<file path="config.mk">
export PLATFORM = sky130hd
export DESIGN_NAME = qsm_sideband_mux
export DESIGN_NICKNAME = d
export VERILOG_FILES = /design/src/qsm_pkg.sv /design/src/qsm_fwd_if.sv /design/src/qsm_fwd.sv /design/src/qsm_sideband_mux.sv
export SDC_FILE = /design/constraint.sdc
export NUM_CORES = 1
export LEC_CHECK = 0
export BUFFER_PORTS_ARGS = -buffer_cell sky130_fd_sc_hd__buf_2
export CORE_ASPECT_RATIO = 1.25
export CORE_MARGIN = 1.5
export CORE_UTILIZATION = 34
export CTS_CLUSTER_DIAMETER = 100
export DETAILED_ROUTE_END_ITERATION = 8
export PLACE_DENSITY = 0.61
export SKIP_LAST_GASP = 1
export SLEW_MARGIN = 20
export SYNTH_ARGS = -nofsm -noshare
export SYNTH_HDL_FRONTEND = slang
export SYNTH_SLANG_ARGS = --single-unit
export TNS_END_PERCENT = 10
</file>
<file path="constraint.sdc">
create_clock -name mclk_in -period 3 [get_ports mclk_in]
set_input_delay 0.15 -clock mclk_in [delete_from_list [all_inputs] [get_ports mclk_in]]
set_output_delay 0.15 -clock mclk_in [all_outputs]
set_load 0.01 [all_outputs]
</file>
<file path="src/qsm_pkg.sv">
// constants, types and helpers shared by the cage sideband i2c switch pair
// assumes a single 20 MHz clock and a synchronous active-high reset
package qsm_pkg;

	// ****************************************************************
	// bus addresses and register layout
	// ****************************************************************
	localparam logic [6:0] SW0_ADDR        = 7'h4E;  // first port switch, 1001110
	localparam logic [6:0] SW1_ADDR        = 7'h6E;  // second port switch, 1101110
	localparam logic [6:0] FPGA_ADDR       = 7'h55;  // fpga, 1010101
	localparam int         CHAN_N          = 8;      // downstream channels per switch
	localparam logic [7:0] CTRL_RST        = 8'h00;  // all channels closed after reset
	localparam logic [2:0] FIRST_CAGE_CHAN = 3'h7;   // channel of the first cage
	localparam logic [3:0] BITS_PER_BYTE   = 4'h8;   // data bits before an ack slot
	localparam logic [1:0] TGT_NONE        = 2'h0;   // no switch addressed
	localparam logic [1:0] TGT_SW0         = 2'h1;   // first switch addressed
	localparam logic [1:0] TGT_SW1         = 2'h2;   // second switch addressed

	// ****************************************************************
	// timing
	// ****************************************************************
	localparam int         CLK_NS   = 50;   // mclk period
	localparam int         HOLD_NS  = 250;  // direction hold-off after a release
	localparam logic [2:0] HOLD_CYC = 3'((HOLD_NS + CLK_NS - 1) / CLK_NS);

	// ****************************************************************
	// types
	// ****************************************************************
	// slave states, gray steps along addr -> ack -> write -> ack
	typedef enum logic [2:0] {
		S_IDLE     = 3'h0,
		S_ADDR     = 3'h1,
		S_ADDR_ACK = 3'h3,
		S_WRITE    = 3'h2,
		S_WACK     = 3'h6,
		S_READ     = 3'h7,
		S_RACK     = 3'h5,
		S_IGNORE   = 3'h4
	} qsm_state_t;

	// one forwarded open-drain line: who currently owns the low level
	typedef struct packed {
		logic       drv_dn;  // upstream low copied onto the cages
		logic       drv_up;  // cage low copied onto the upstream bus
		logic [2:0] hold;    // blanking while our own release settles
	} qsm_line_t;

	// ****************************************************************
	// helpers
	// ****************************************************************
	// one step of the direction tracker for a forwarded line
	function automatic qsm_line_t qsm_line_step(input qsm_line_t cur,
		input logic up_low, input logic dn_low);
		qsm_line_t nx;
		nx = cur;
		if (cur.hold != 3'h0) begin
			nx.hold = cur.hold - 3'h1;
		end else if (cur.drv_dn) begin
			if (!up_low) begin
				nx.drv_dn = 1'b0;
				nx.hold   = HOLD_CYC;
			end
		end else if (cur.drv_up) begin
			if (!dn_low) begin
				nx.drv_up = 1'b0;
				nx.hold   = HOLD_CYC;
			end
		end else if (up_low) begin
			nx.drv_dn = 1'b1;
		end else if (dn_low) begin
			nx.drv_up = 1'b1;
		end
		return nx;
	endfunction : qsm_line_step

	// bit reversal, cage k of a switch sits on channel 7-k
	function automatic logic [7:0] qsm_rev8(input logic [7:0] v);
		logic [7:0] r;
		r = 8'h00;
		for (int i = 0; i < CHAN_N; i++) begin
			r[i] = v[CHAN_N - 1 - i];
		end
		return r;
	endfunction : qsm_rev8

endpackage : qsm_pkg

</file>
<file path="src/qsm_fwd_if.sv">
// link between the slave engine and one switch's channel forwarder
// assumes both ends run on mclk
`timescale 1ns/10ps
`default_nettype none
interface qsm_fwd_if;
	logic       up_scl_low;   // upstream clock seen low
	logic       up_sda_low;   // upstream data seen low
	logic [7:0] chan_en;      // control register, bit n opens channel n
	logic       scl_up_req;   // a cage holds clock low
	logic       sda_up_req;   // a cage holds data low

	modport main (output up_scl_low, up_sda_low, chan_en, input scl_up_req, sda_up_req);
	modport fwd  (input up_scl_low, up_sda_low, chan_en, output scl_up_req, sda_up_req);
endinterface : qsm_fwd_if
`default_nettype wire

</file>
<file path="src/qsm_fwd.sv">
// one 8-channel switch fabric: copies lows between upstream and open channels
// assumes cage pins are open drain and asynchronous to mclk
`timescale 1ns/10ps
`default_nettype none
module qsm_fwd
	import qsm_pkg::*;
(
	input  wire logic       mclk_in,
	input  wire logic       reset_in,
	qsm_fwd_if.fwd          link,
	input  wire logic [7:0] cage_scl_in,
	input  wire logic [7:0] cage_sda_in,
	output logic      [7:0] cage_scl_oe_out,
	output logic      [7:0] cage_sda_oe_out
);

	// ****************************************************************
	// state
	// ****************************************************************
	typedef struct packed {
		logic [7:0] scl_s1;   // first sync stage, clock
		logic [7:0] scl_s2;   // second sync stage, clock
		logic [7:0] sda_s1;   // first sync stage, data
		logic [7:0] sda_s2;   // second sync stage, data
		qsm_line_t  scl;      // clock direction tracker
		qsm_line_t  sda;      // data direction tracker
		logic [7:0] scl_oe;   // per channel clock pull
		logic [7:0] sda_oe;   // per channel data pull
	} qsm_fwd_st_t;

	qsm_fwd_st_t st;        // registered state
	qsm_fwd_st_t next_st;   // next state
	logic        scl_dn_low;  // an open cage pulls clock low
	logic        sda_dn_low;  // an open cage pulls data low

	// closed channels are invisible: their lows never reach upstream
	assign scl_dn_low = |(link.chan_en & ~st.scl_s2);
	assign sda_dn_low = |(link.chan_en & ~st.sda_s2);

	// ****************************************************************
	// next state
	// ****************************************************************
	always_comb begin
		next_st        = st;
		next_st.scl_s1 = cage_scl_in;
		next_st.scl_s2 = st.scl_s1;
		next_st.sda_s1 = cage_sda_in;
		next_st.sda_s2 = st.sda_s1;
		// forwarding follows the control register on every cycle
		next_st.scl    = qsm_line_step(st.scl, link.up_scl_low, scl_dn_low);
		next_st.sda    = qsm_line_step(st.sda, link.up_sda_low, sda_dn_low);
		next_st.scl_oe = link.chan_en & {CHAN_N{next_st.scl.drv_dn}};
		next_st.sda_oe = link.chan_en & {CHAN_N{next_st.sda.drv_dn}};
	end

	// register, sync stages released high so nothing looks pulled
	always_ff @(posedge mclk_in) begin
		if (reset_in) begin
			st <= '{scl_s1: 8'hFF, scl_s2: 8'hFF, sda_s1: 8'hFF, sda_s2: 8'hFF,
				scl: '0, sda: '0, scl_oe: 8'h00, sda_oe: 8'h00};
		end else begin
			st <= next_st;
		end
	end

	assign link.scl_up_req = st.scl.drv_up;
	assign link.sda_up_req = st.sda.drv_up;
	assign cage_scl_oe_out = st.scl_oe;
	assign cage_sda_oe_out = st.sda_oe;
endmodule : qsm_fwd
`default_nettype wire

</file>
<file path="src/qsm_sideband_mux.sv">
// slave engine for the two cage port switches on the management i2c bus
// assumes the upstream bus pins are open drain and asynchronous to mclk
//
// Overview of operation
// - one bus reaches switches, fpga and eeprom
// - addresses: fpga 1010101, switches 1001110, 1101110
// - sixteen cages over two 8-channel switches
// - first cage on channel 7, first switch
// - open channel forwards later bus traffic
`timescale 1ns/10ps
`default_nettype none
module qsm_sideband_mux
	import qsm_pkg::*;
(
	input  wire logic        mclk_in,
	input  wire logic        reset_in,
	input  wire logic        bus_scl_in,
	output logic             bus_scl_out,
	output logic             bus_scl_oe_out,
	input  wire logic        bus_sda_in,
	output logic             bus_sda_out,
	output logic             bus_sda_oe_out,
	input  wire logic [15:0] cage_scl_in,
	output logic      [15:0] cage_scl_out,
	output logic      [15:0] cage_scl_oe_out,
	input  wire logic [15:0] cage_sda_in,
	output logic      [15:0] cage_sda_out,
	output logic      [15:0] cage_sda_oe_out,
	output logic      [7:0]  sw0_ctrl_out,
	output logic      [7:0]  sw1_ctrl_out,
	output logic             fpga_sel_out
);

	// ****************************************************************
	// state
	// ****************************************************************
	typedef struct packed {
		logic       scl_s1;   // first sync stage, clock
		logic       scl_s2;   // second sync stage, clock
		logic       scl_s3;   // previous clock, for edges
		logic       sda_s1;   // first sync stage, data
		logic       sda_s2;   // second sync stage, data
		logic       sda_s3;   // previous data, for start and stop
		qsm_state_t state;    // slave state
		logic [3:0] bit_cnt;  // bits of the current byte
		logic [7:0] shift;    // byte being shifted
		logic       rw;       // read bit of the address byte
		logic [1:0] target;   // which switch is addressed
		logic [7:0] ctrl0;    // first switch control
		logic [7:0] ctrl1;    // second switch control
		logic       drive;    // slave pulls data low
		logic       scl_oe;   // upstream clock pull
		logic       sda_oe;   // upstream data pull
		logic       fpga_sel; // transfer belongs to the fpga
	} qsm_main_st_t;

	qsm_main_st_t st;       // registered state
	qsm_main_st_t next_st;  // next state
	logic         scl_rise; // clock rising edge
	logic         scl_fall; // clock falling edge
	logic         start_c;  // start condition
	logic         stop_c;   // stop condition
	logic [7:0]   rd_byte;  // control of the addressed switch
	logic [7:0]   f0_scl_oe;  // first switch clock pulls, channel order
	logic [7:0]   f0_sda_oe;  // first switch data pulls, channel order
	logic [7:0]   f1_scl_oe;  // second switch clock pulls, channel order
	logic [7:0]   f1_sda_oe;  // second switch data pulls, channel order

	qsm_fwd_if link0 ();  // first switch fabric
	qsm_fwd_if link1 ();  // second switch fabric
	// bus conditions, all from the second sync stage onward
	assign scl_rise = st.scl_s2 && !st.scl_s3;
	assign scl_fall = !st.scl_s2 && st.scl_s3;
	assign start_c  = st.scl_s2 && st.scl_s3 && st.sda_s3 && !st.sda_s2;
	assign stop_c   = st.scl_s2 && st.scl_s3 && !st.sda_s3 && st.sda_s2;
	assign rd_byte  = (st.target == TGT_SW1) ? st.ctrl1 : st.ctrl0;

	// ****************************************************************
	// slave engine
	// ****************************************************************
	always_comb begin
		next_st        = st;
		next_st.scl_s1 = bus_scl_in;
		next_st.scl_s2 = st.scl_s1;
		next_st.scl_s3 = st.scl_s2;
		next_st.sda_s1 = bus_sda_in;
		next_st.sda_s2 = st.sda_s1;
		next_st.sda_s3 = st.sda_s2;
		if (start_c) begin
			// repeated start restarts address capture
			next_st.state    = S_ADDR;
			next_st.bit_cnt  = 4'h0;
			next_st.drive    = 1'b0;
			next_st.fpga_sel = 1'b0;
		end else if (stop_c) begin
			// the shared bus goes quiet for every target
			next_st.state    = S_IDLE;
			next_st.drive    = 1'b0;
			next_st.fpga_sel = 1'b0;
		end else begin
			case (st.state)
				S_ADDR: begin
					if (scl_rise) begin
						next_st.shift   = {st.shift[6:0], st.sda_s2};
						next_st.bit_cnt = st.bit_cnt + 4'h1;
					end else if (scl_fall && st.bit_cnt == BITS_PER_BYTE) begin
						next_st.rw = st.shift[0];
						if (st.shift[7:1] == SW0_ADDR) begin
							next_st.target = TGT_SW0;
							next_st.state  = S_ADDR_ACK;
							next_st.drive  = 1'b1;
						end else if (st.shift[7:1] == SW1_ADDR) begin
							next_st.target = TGT_SW1;
							next_st.state  = S_ADDR_ACK;
							next_st.drive  = 1'b1;
						end else begin
							// fpga and eeprom answer for themselves on the same wires
							next_st.target   = TGT_NONE;
							next_st.state    = S_IGNORE;
							next_st.fpga_sel = (st.shift[7:1] == FPGA_ADDR);
						end
					end
				end
				S_ADDR_ACK: begin
					if (scl_fall) begin
						next_st.bit_cnt = 4'h0;
						if (st.rw) begin
							next_st.state = S_READ;
							next_st.shift = rd_byte;
							next_st.drive = !rd_byte[7];
						end else begin
							next_st.state = S_WRITE;
							next_st.drive = 1'b0;
						end
					end
				end
				S_WRITE: begin
					if (scl_rise) begin
						next_st.shift   = {st.shift[6:0], st.sda_s2};
						next_st.bit_cnt = st.bit_cnt + 4'h1;
					end else if (scl_fall && st.bit_cnt == BITS_PER_BYTE) begin
						// a single byte replaces all eight enables at once
						if (st.target == TGT_SW0) begin
							next_st.ctrl0 = st.shift;
						end else begin
							next_st.ctrl1 = st.shift;
						end
						next_st.state = S_WACK;
						next_st.drive = 1'b1;
					end
				end
				S_WACK: begin
					// further bytes overwrite the register again
					if (scl_fall) begin
						next_st.state   = S_WRITE;
						next_st.drive   = 1'b0;
						next_st.bit_cnt = 4'h0;
					end
				end
				S_READ: begin
					if (scl_rise) begin
						next_st.bit_cnt = st.bit_cnt + 4'h1;
					end else if (scl_fall) begin
						if (st.bit_cnt == BITS_PER_BYTE) begin
							next_st.state = S_RACK;
							next_st.drive = 1'b0;
						end else begin
							next_st.shift = {st.shift[6:0], 1'b0};
							next_st.drive = !st.shift[6];
						end
					end
				end
				S_RACK: begin
					if (scl_rise && st.sda_s2) begin
						next_st.state = S_IGNORE;  // host nack ends the read
					end else if (scl_fall) begin
						next_st.state   = S_READ;
						next_st.shift   = rd_byte;
						next_st.drive   = !rd_byte[7];
						next_st.bit_cnt = 4'h0;
					end
				end
				S_IGNORE, S_IDLE: begin
					next_st.drive = 1'b0;
				end
				default: begin
					next_st.state = S_IDLE;
					next_st.drive = 1'b0;
				end
			endcase
		end
		// cage lows reach the host only through an open channel
		next_st.sda_oe = next_st.drive || link0.sda_up_req || link1.sda_up_req;
		next_st.scl_oe = link0.scl_up_req || link1.scl_up_req;
	end

	// register; sync stages reset released high
	always_ff @(posedge mclk_in) begin
		if (reset_in) begin
			st <= '{scl_s1: 1'b1, scl_s2: 1'b1, scl_s3: 1'b1,
				sda_s1: 1'b1, sda_s2: 1'b1, sda_s3: 1'b1,
				state: S_IDLE, bit_cnt: 4'h0, shift: 8'h00, rw: 1'b0,
				target: TGT_NONE, ctrl0: CTRL_RST, ctrl1: CTRL_RST,
				drive: 1'b0, scl_oe: 1'b0, sda_oe: 1'b0, fpga_sel: 1'b0};
		end else begin
			st <= next_st;
		end
	end

	// ****************************************************************
	// switch fabrics and cage wiring
	// ****************************************************************
	// the upstream level includes our own ack, as a real switch would pass it
	assign link0.up_scl_low = !st.scl_s2;
	assign link0.up_sda_low = !st.sda_s2;
	assign link0.chan_en    = st.ctrl0;
	assign link1.up_scl_low = !st.scl_s2;
	assign link1.up_sda_low = !st.sda_s2;
	assign link1.chan_en    = st.ctrl1;

	qsm_fwd u_fwd0 (
		.mclk_in         (mclk_in),
		.reset_in        (reset_in),
		.link            (link0),
		.cage_scl_in     (qsm_rev8(cage_scl_in[7:0])),
		.cage_sda_in     (qsm_rev8(cage_sda_in[7:0])),
		.cage_scl_oe_out (f0_scl_oe),
		.cage_sda_oe_out (f0_sda_oe)
	);

	qsm_fwd u_fwd1 (
		.mclk_in         (mclk_in),
		.reset_in        (reset_in),
		.link            (link1),
		.cage_scl_in     (qsm_rev8(cage_scl_in[15:8])),
		.cage_sda_in     (qsm_rev8(cage_sda_in[15:8])),
		.cage_scl_oe_out (f1_scl_oe),
		.cage_sda_oe_out (f1_sda_oe)
	);

	// cage 0 is channel 7 of the first switch, cage 8 channel 7 of the second
	assign cage_scl_oe_out = {qsm_rev8(f1_scl_oe), qsm_rev8(f0_scl_oe)};
	assign cage_sda_oe_out = {qsm_rev8(f1_sda_oe), qsm_rev8(f0_sda_oe)};
	assign cage_scl_out    = 16'h0000;
	assign cage_sda_out    = 16'h0000;
	assign bus_scl_out     = 1'b0;
	assign bus_sda_out     = 1'b0;
	assign bus_scl_oe_out  = st.scl_oe;
	assign bus_sda_oe_out  = st.sda_oe;
	assign sw0_ctrl_out    = st.ctrl0;
	assign sw1_ctrl_out    = st.ctrl1;
	assign fpga_sel_out    = st.fpga_sel;
endmodule : qsm_sideband_mux
`default_nettype wire

</file>
* After elaboration in Yosys (flattened, before gate mapping)
Index checks and enable logic that the tools add are counted.
** Storage, ports and cells
- Register bits after elaboration :: 160
- Input bits :: 36
- Output and inout bits :: 85
** Cells by class
- Add/subtract/negate cells :: 5
- Eq/ne operators :: 46
- Multiplexer cells :: 102
- Bitwise operators :: 26
- Reduce and logical (&&, ||, !) cells :: 54
** Operator list (number)
- 3-bit 2-to-1 mux :: 28
- 8-bit bitwise AND :: 8
- 15-bit 2-to-1 mux :: 4
- 8-bit 2-to-1 mux :: 7
- 7-bit case mux with 6 select lines :: 1
- 1-bit 2-to-1 mux :: 41
- 4-bit inequality test (second input constant) :: 10
- 17-bit 2-to-1 mux :: 2
- 11-bit AND reduction :: 3
- 8-bit NOT :: 4
- 8-bit case mux with 4 select lines :: 1
- 8-bit OR reduction :: 4
- 31-bit 2-to-1 mux :: 1
- 2-bit inequality test (second input constant) :: 13
- 12-bit 2-to-1 mux :: 2
- 3-bit nonzero test :: 8
- 7-bit equality test (second input constant) :: 3
- 4-bit 2-to-1 mux :: 5
- 16-bit 2-to-1 mux :: 1
- 1-bit NOT :: 14
- 3-bit equality test (second input constant) :: 4
- 2-bit 2-to-1 mux :: 6
- 3-bit by 2-bit inequality test with 1-bit output (second input constant) :: 4
- 3-bit inequality test (second input constant) :: 4
- other kinds (26) :: 55

* Longest topological paths before layout
- Word-level depth :: 10
- Gate-level depth with buffers :: 8
- Mapped depth without buffers :: 7

* Hierarchy
A second synthesis with hierarchy kept.
** Second synthesis, totals
- Cells, all modules :: 717
- Area total of the unflattened synthesis :: 6917.9 um^2
** Modules (own cells, without submodules)
- qsm_sideband_mux :: instances 1, cells each 331, area each 2787.7 um^2, sequential area each 880.8 um^2
- qsm_fwd (u_fwd1) :: instances 1, cells each 193, area each 2065.7 um^2, sequential area each 1161.1 um^2
- qsm_fwd (u_fwd0) :: instances 1, cells each 193, area each 2064.5 um^2, sequential area each 1161.1 um^2

* Worst setup path after synthesis
No wires, ideal clock.
- Path type :: flip-flop to flip-flop
- Start point :: reg st[31] in the netlist's numbering
- End point :: reg st[23] in the netlist's numbering
- Setup time :: 92 ps
- Arrival :: 1606 ps
- Setup slack :: 1301 ps
- Cell stages (with the launch flop) :: 9
- Buffers on the path :: 1
- Period minus slack after synthesis :: 1699 ps
- Cell sequence :: dfxtp_1 inv_1 ha_1 nand3b_1 a32oi_1 a311oi_2 buf_6 o21ai_0 o32ai_1
** Between the ends
- Longest elaborated chain between the ends :: 3
** RTL lines
- from (decl) :: line qsm_sideband_mux.sv:57 : qsm_main_st_t st;
- from (signal assigned) :: line qsm_sideband_mux.sv:200 : st <= '{scl_s1: 1'b1, scl_s2: 1'b1, scl_s3: 1'b1,
- from (signal assigned) :: line qsm_sideband_mux.sv:206 : st <= next_st;
- 4-bit equality test :: line qsm_sideband_mux.sv:164 : if (st.bit_cnt == BITS_PER_BYTE) begin
- 2-bit inequality test (no source line)
- 11-bit AND reduction (no source line)
No other way between the ends.
A chain may end at the register's enable or synchronous reset.

* Worst setup path in the final report
- Start point :: reg st[35] in the netlist's numbering
- End point :: reg st (netlist bit sw0_ctrl_out[3])
** Between the ends
- Longest elaborated chain between the ends :: 2
** RTL lines
- 3-bit by 2-bit equality test with 1-bit output :: line qsm_sideband_mux.sv:101 : case (st.state)
- 6-bit AND reduction (no source line)
No other way between the ends.

==> impl_metrics.json <==
{
  "setup_violations": 0,
  "rr_startpoint": "st[35]$_SDFFE_PP0P_",
  "yosysMostFrequentCell": "dfxtp_1",
  "p_per_area_nw_per_um2": 706,
  "reg2reg_to": "sw0_ctrl_out[3]$_SDFFE_PP0P_",
  "clockBufferDepth": 2,
  "cp-start-kind": "flop",
  "met3_length_um": 747,
  "place.gp.congestion": 0.891,
  "peakVddDrop_v": 0.000463,
  "async_reset_ff_frac": 0,
  "row_count": 57,
  "grt_max_degree": 66,
  "grt_pass1_vias": 4416,
  "fp.coreArea_um2": 19400,
  "top_layer": "met4",
  "cp.arrival_ns": 2.51,
  "port_buffers": 86,
  "clkLatencyLatePin_ns": 0.43,
  "drv_slew": 0,
  "dp_slack_ns": 0.792,
  "tritoncts": "yes",
  "post_drt_wl_per_cell_um": 13.0,
  "drc_errors": 0,
  "synth_cells": 721,
  "die_area_um2": 20500,
  "first_iter_violations": 297,
  "synth-seq-area-share": 0.479,
  "finish.utilization": 0.403,
  "hold_end": "u_fwd0.st[25]$_SDFF_PP0_",
  "synth_top_area_cell": "dfxtp_1",
  "endpoint_kind": "flop",
  "dp_hpwl_mm": 9.28,
  "dr.pass1.iters": 5,
  "final_antenna_net_count": 0,
  "grt_pass1_wl_mm": 22.4,
  "synth-seq-cells": 160,
  "critical_path_class": "reg2reg",
  "reg2reg_setup_slack_ns": 0.78,
  "fmax_mhz": 451,
  "crit_fanout": 21,
  "drive_gt1_frac": 0.250,
  "clkSlewWorstSetupHoldPaths_ns": 0.06,
  "dpl_cell_area_um2": 6870,
  "met2_length_mm": 6.78,
  "crit_start": "st[35]$_SDFFE_PP0P_",
  "synth_area_um2": 6690,
  "start_util": 0.345,
  "fin_ws_ns": 0.784,
  "outcome": "complete, no violations",
  "worstPathRequired_ns": 3.29,
  "maxCapViolCount": 0,
  "instances_no_fill": 1065,
  "hold_viol_final": 0,
  "power.leakage_nw": 3.51,
  "reg2reg_depth": 5,
  "hold_depth": 2,
  "met1_length_mm": 6.01,
  "synth_flop_cell": "dfxtp_1",
  "rsz0062_at_grt": "no",
  "yosys.area.top_type_share": 0.479,
  "h-tree-depth": 4,
  "viasPerCell": 4.61,
  "synthTopCellsByCount": "dfxtp_1, buf_4, or2_2, inv_1, nor2_1",
  "hold_start": "reset_in",
  "die_height_um": 160,
  "synth.distinct_cells": 68,
  "grt_usage": 0.141,
  "grt_antenna_before_repair": 0,
  "cts_buffers": 17,
  "fin_nets": 829,
  "worst_slew_pin_slew_ns": 1.02,
  "grt_overflow": 0,
  "tns_ns": 0,
  "synth.area.top_cells": "dfxtp_1, buf_4, or2_2",
  "yosysWarnings": 0,
  "fin_skew_ns": 0.0114,
  "cts_root_buf": "clkbuf_16",
  "synth-edff-count": 0,
  "place_inst": 999,
  "hold_slack_ns": 0.109,
  "postRouteWirelength_mm": 13.8,
  "syn_area_per_cell_um2": 9.28,
  "finalInstanceArea_um2": 7830,
  "min_period_over_period": 0.739,
  "max-slew-margin-rel": 0.316,
  "die_w_um": 129,
  "min_path_type": "in2reg",
  "p_total_mw": 5.53,
  "vias": 4911,
  "ios": 121,
  "syn_to_final_growth_pct": 16.9,
  "cts.sinks": 160,
  "layout_min_cycle_time_ns": 2.22
}
-- power breakdown --
part	internal, mW	switching [mW]	total [mW]
registers	2.31	0.124	2.43
logic	0.376	0.488	0.864
clock network	1.36	0.868	2.23
-- what timing repair did --
action | in CTS | in global routing
setup buffers | 0 | 0
resized for setup | 0 | 0
endpoints found under the hold margin | 34 | 0
hold buffers | 34 | 0
-- per-layer routing --
metal | GRT usage | up-vias
li1 | - | 2440
met4 | 0.0562 | 0
met5 | 0 | -
met1 | 0.174 | 2276
met3 | 0.0345 | 25
met2 | 0.234 | 170
-- registers in the layout, indices dropped and copies added, names as in the netlist, 4 cells and up --
signal	count
u_fwd0.st	24
u_fwd1.st	24
st	21
u_fwd0.next_st	16
u_fwd1.next_st	16
sw0_ctrl_out	8
sw1_ctrl_out	8
u_fwd0.cage_scl_oe_out	8
u_fwd0.cage_sda_oe_out	8
u_fwd1.cage_scl_oe_out	8
u_fwd1.cage_sda_oe_out	8
next_st	4
-- cell families after synthesis --
kind of cell	after synthesis	share of synthesized area
AND/OR/NAND/NOR	236	0.195
AO/OA/AOI/OAI	130	0.130
flip-flops	160	0.479
other	1	0.000560
buffers and inverters	157	0.139
XOR/XNOR	3	0.00393
adder cells (fa/ha/maj)	6	0.0112
multiplexers	28	0.0421
-- cell usage in the layout (no fill, tap or decap), types with 4 or more instances in the layout --
| cell | n |
|---|---|
| a211oi_1 | 5 |
| buf_4 | 7 |
| nor2_1 | 43 |
| o21ai_0 | 19 |
| nand2b_1 | 8 |
| nand3_1 | 4 |
| nor3_1 | 9 |
| a31oi_1 | 8 |
| or2_2 | 72 |
| nor2b_1 | 8 |
| o22ai_1 | 7 |
| nand3b_1 | 7 |
| ha_1 | 6 |
| a221oi_1 | 6 |
| inv_1 | 44 |
| and3_1 | 4 |
| a311oi_1 | 6 |
| and2_1 | 33 |
| buf_2 | 86 |
| dlygate4sd3_1 | 34 |
| dfxtp_1 | 160 |
| clkbuf_16 | 17 |
| a21oi_1 | 39 |
| mux2i_1 | 27 |
| conb_1 | 34 |
| nand2_1 | 32 |
-- critical path, cell delays in order, from the launching register on --
cell and delay (ns):
dfxtp_1 0.51, or3b_1 0.53, nor3_2 0.29, nand3b_1 0.41, mux2i_1 0.28, nor2_1 0.06
-- worst max path at each step --
stage | endpoint | slack (ns)
final | sw0_ctrl_out[3]$_SDFFE_PP0P_ | 0.78
after global routing | sw0_ctrl_out[6]$_SDFFE_PP0P_ | 0.60
after CTS | sw0_ctrl_out[4]$_SDFFE_PP0P_ | 0.79
after detailed placement | sw0_ctrl_out[4]$_SDFFE_PP0P_ | 0.79
after global placement | sw0_ctrl_out[7]$_SDFFE_PP0P_ | 0.82
after floorplan | st[23]$_SDFFE_PP0P_ | 1.30
-- cell type report --
cell class                      count  area (um^2)
Fill cell                        1933        11600
Clock buffer                       21          460
Antenna cell                        1         2.50
Multi-Input combinational cell    437         2690
Inverter                           44          165
Clock inverter                     10          151
Sequential cell                   160         3200
Tap cell                          265          332
Timing Repair Buffer              127          823
Power figures use the tool's default switching activity.
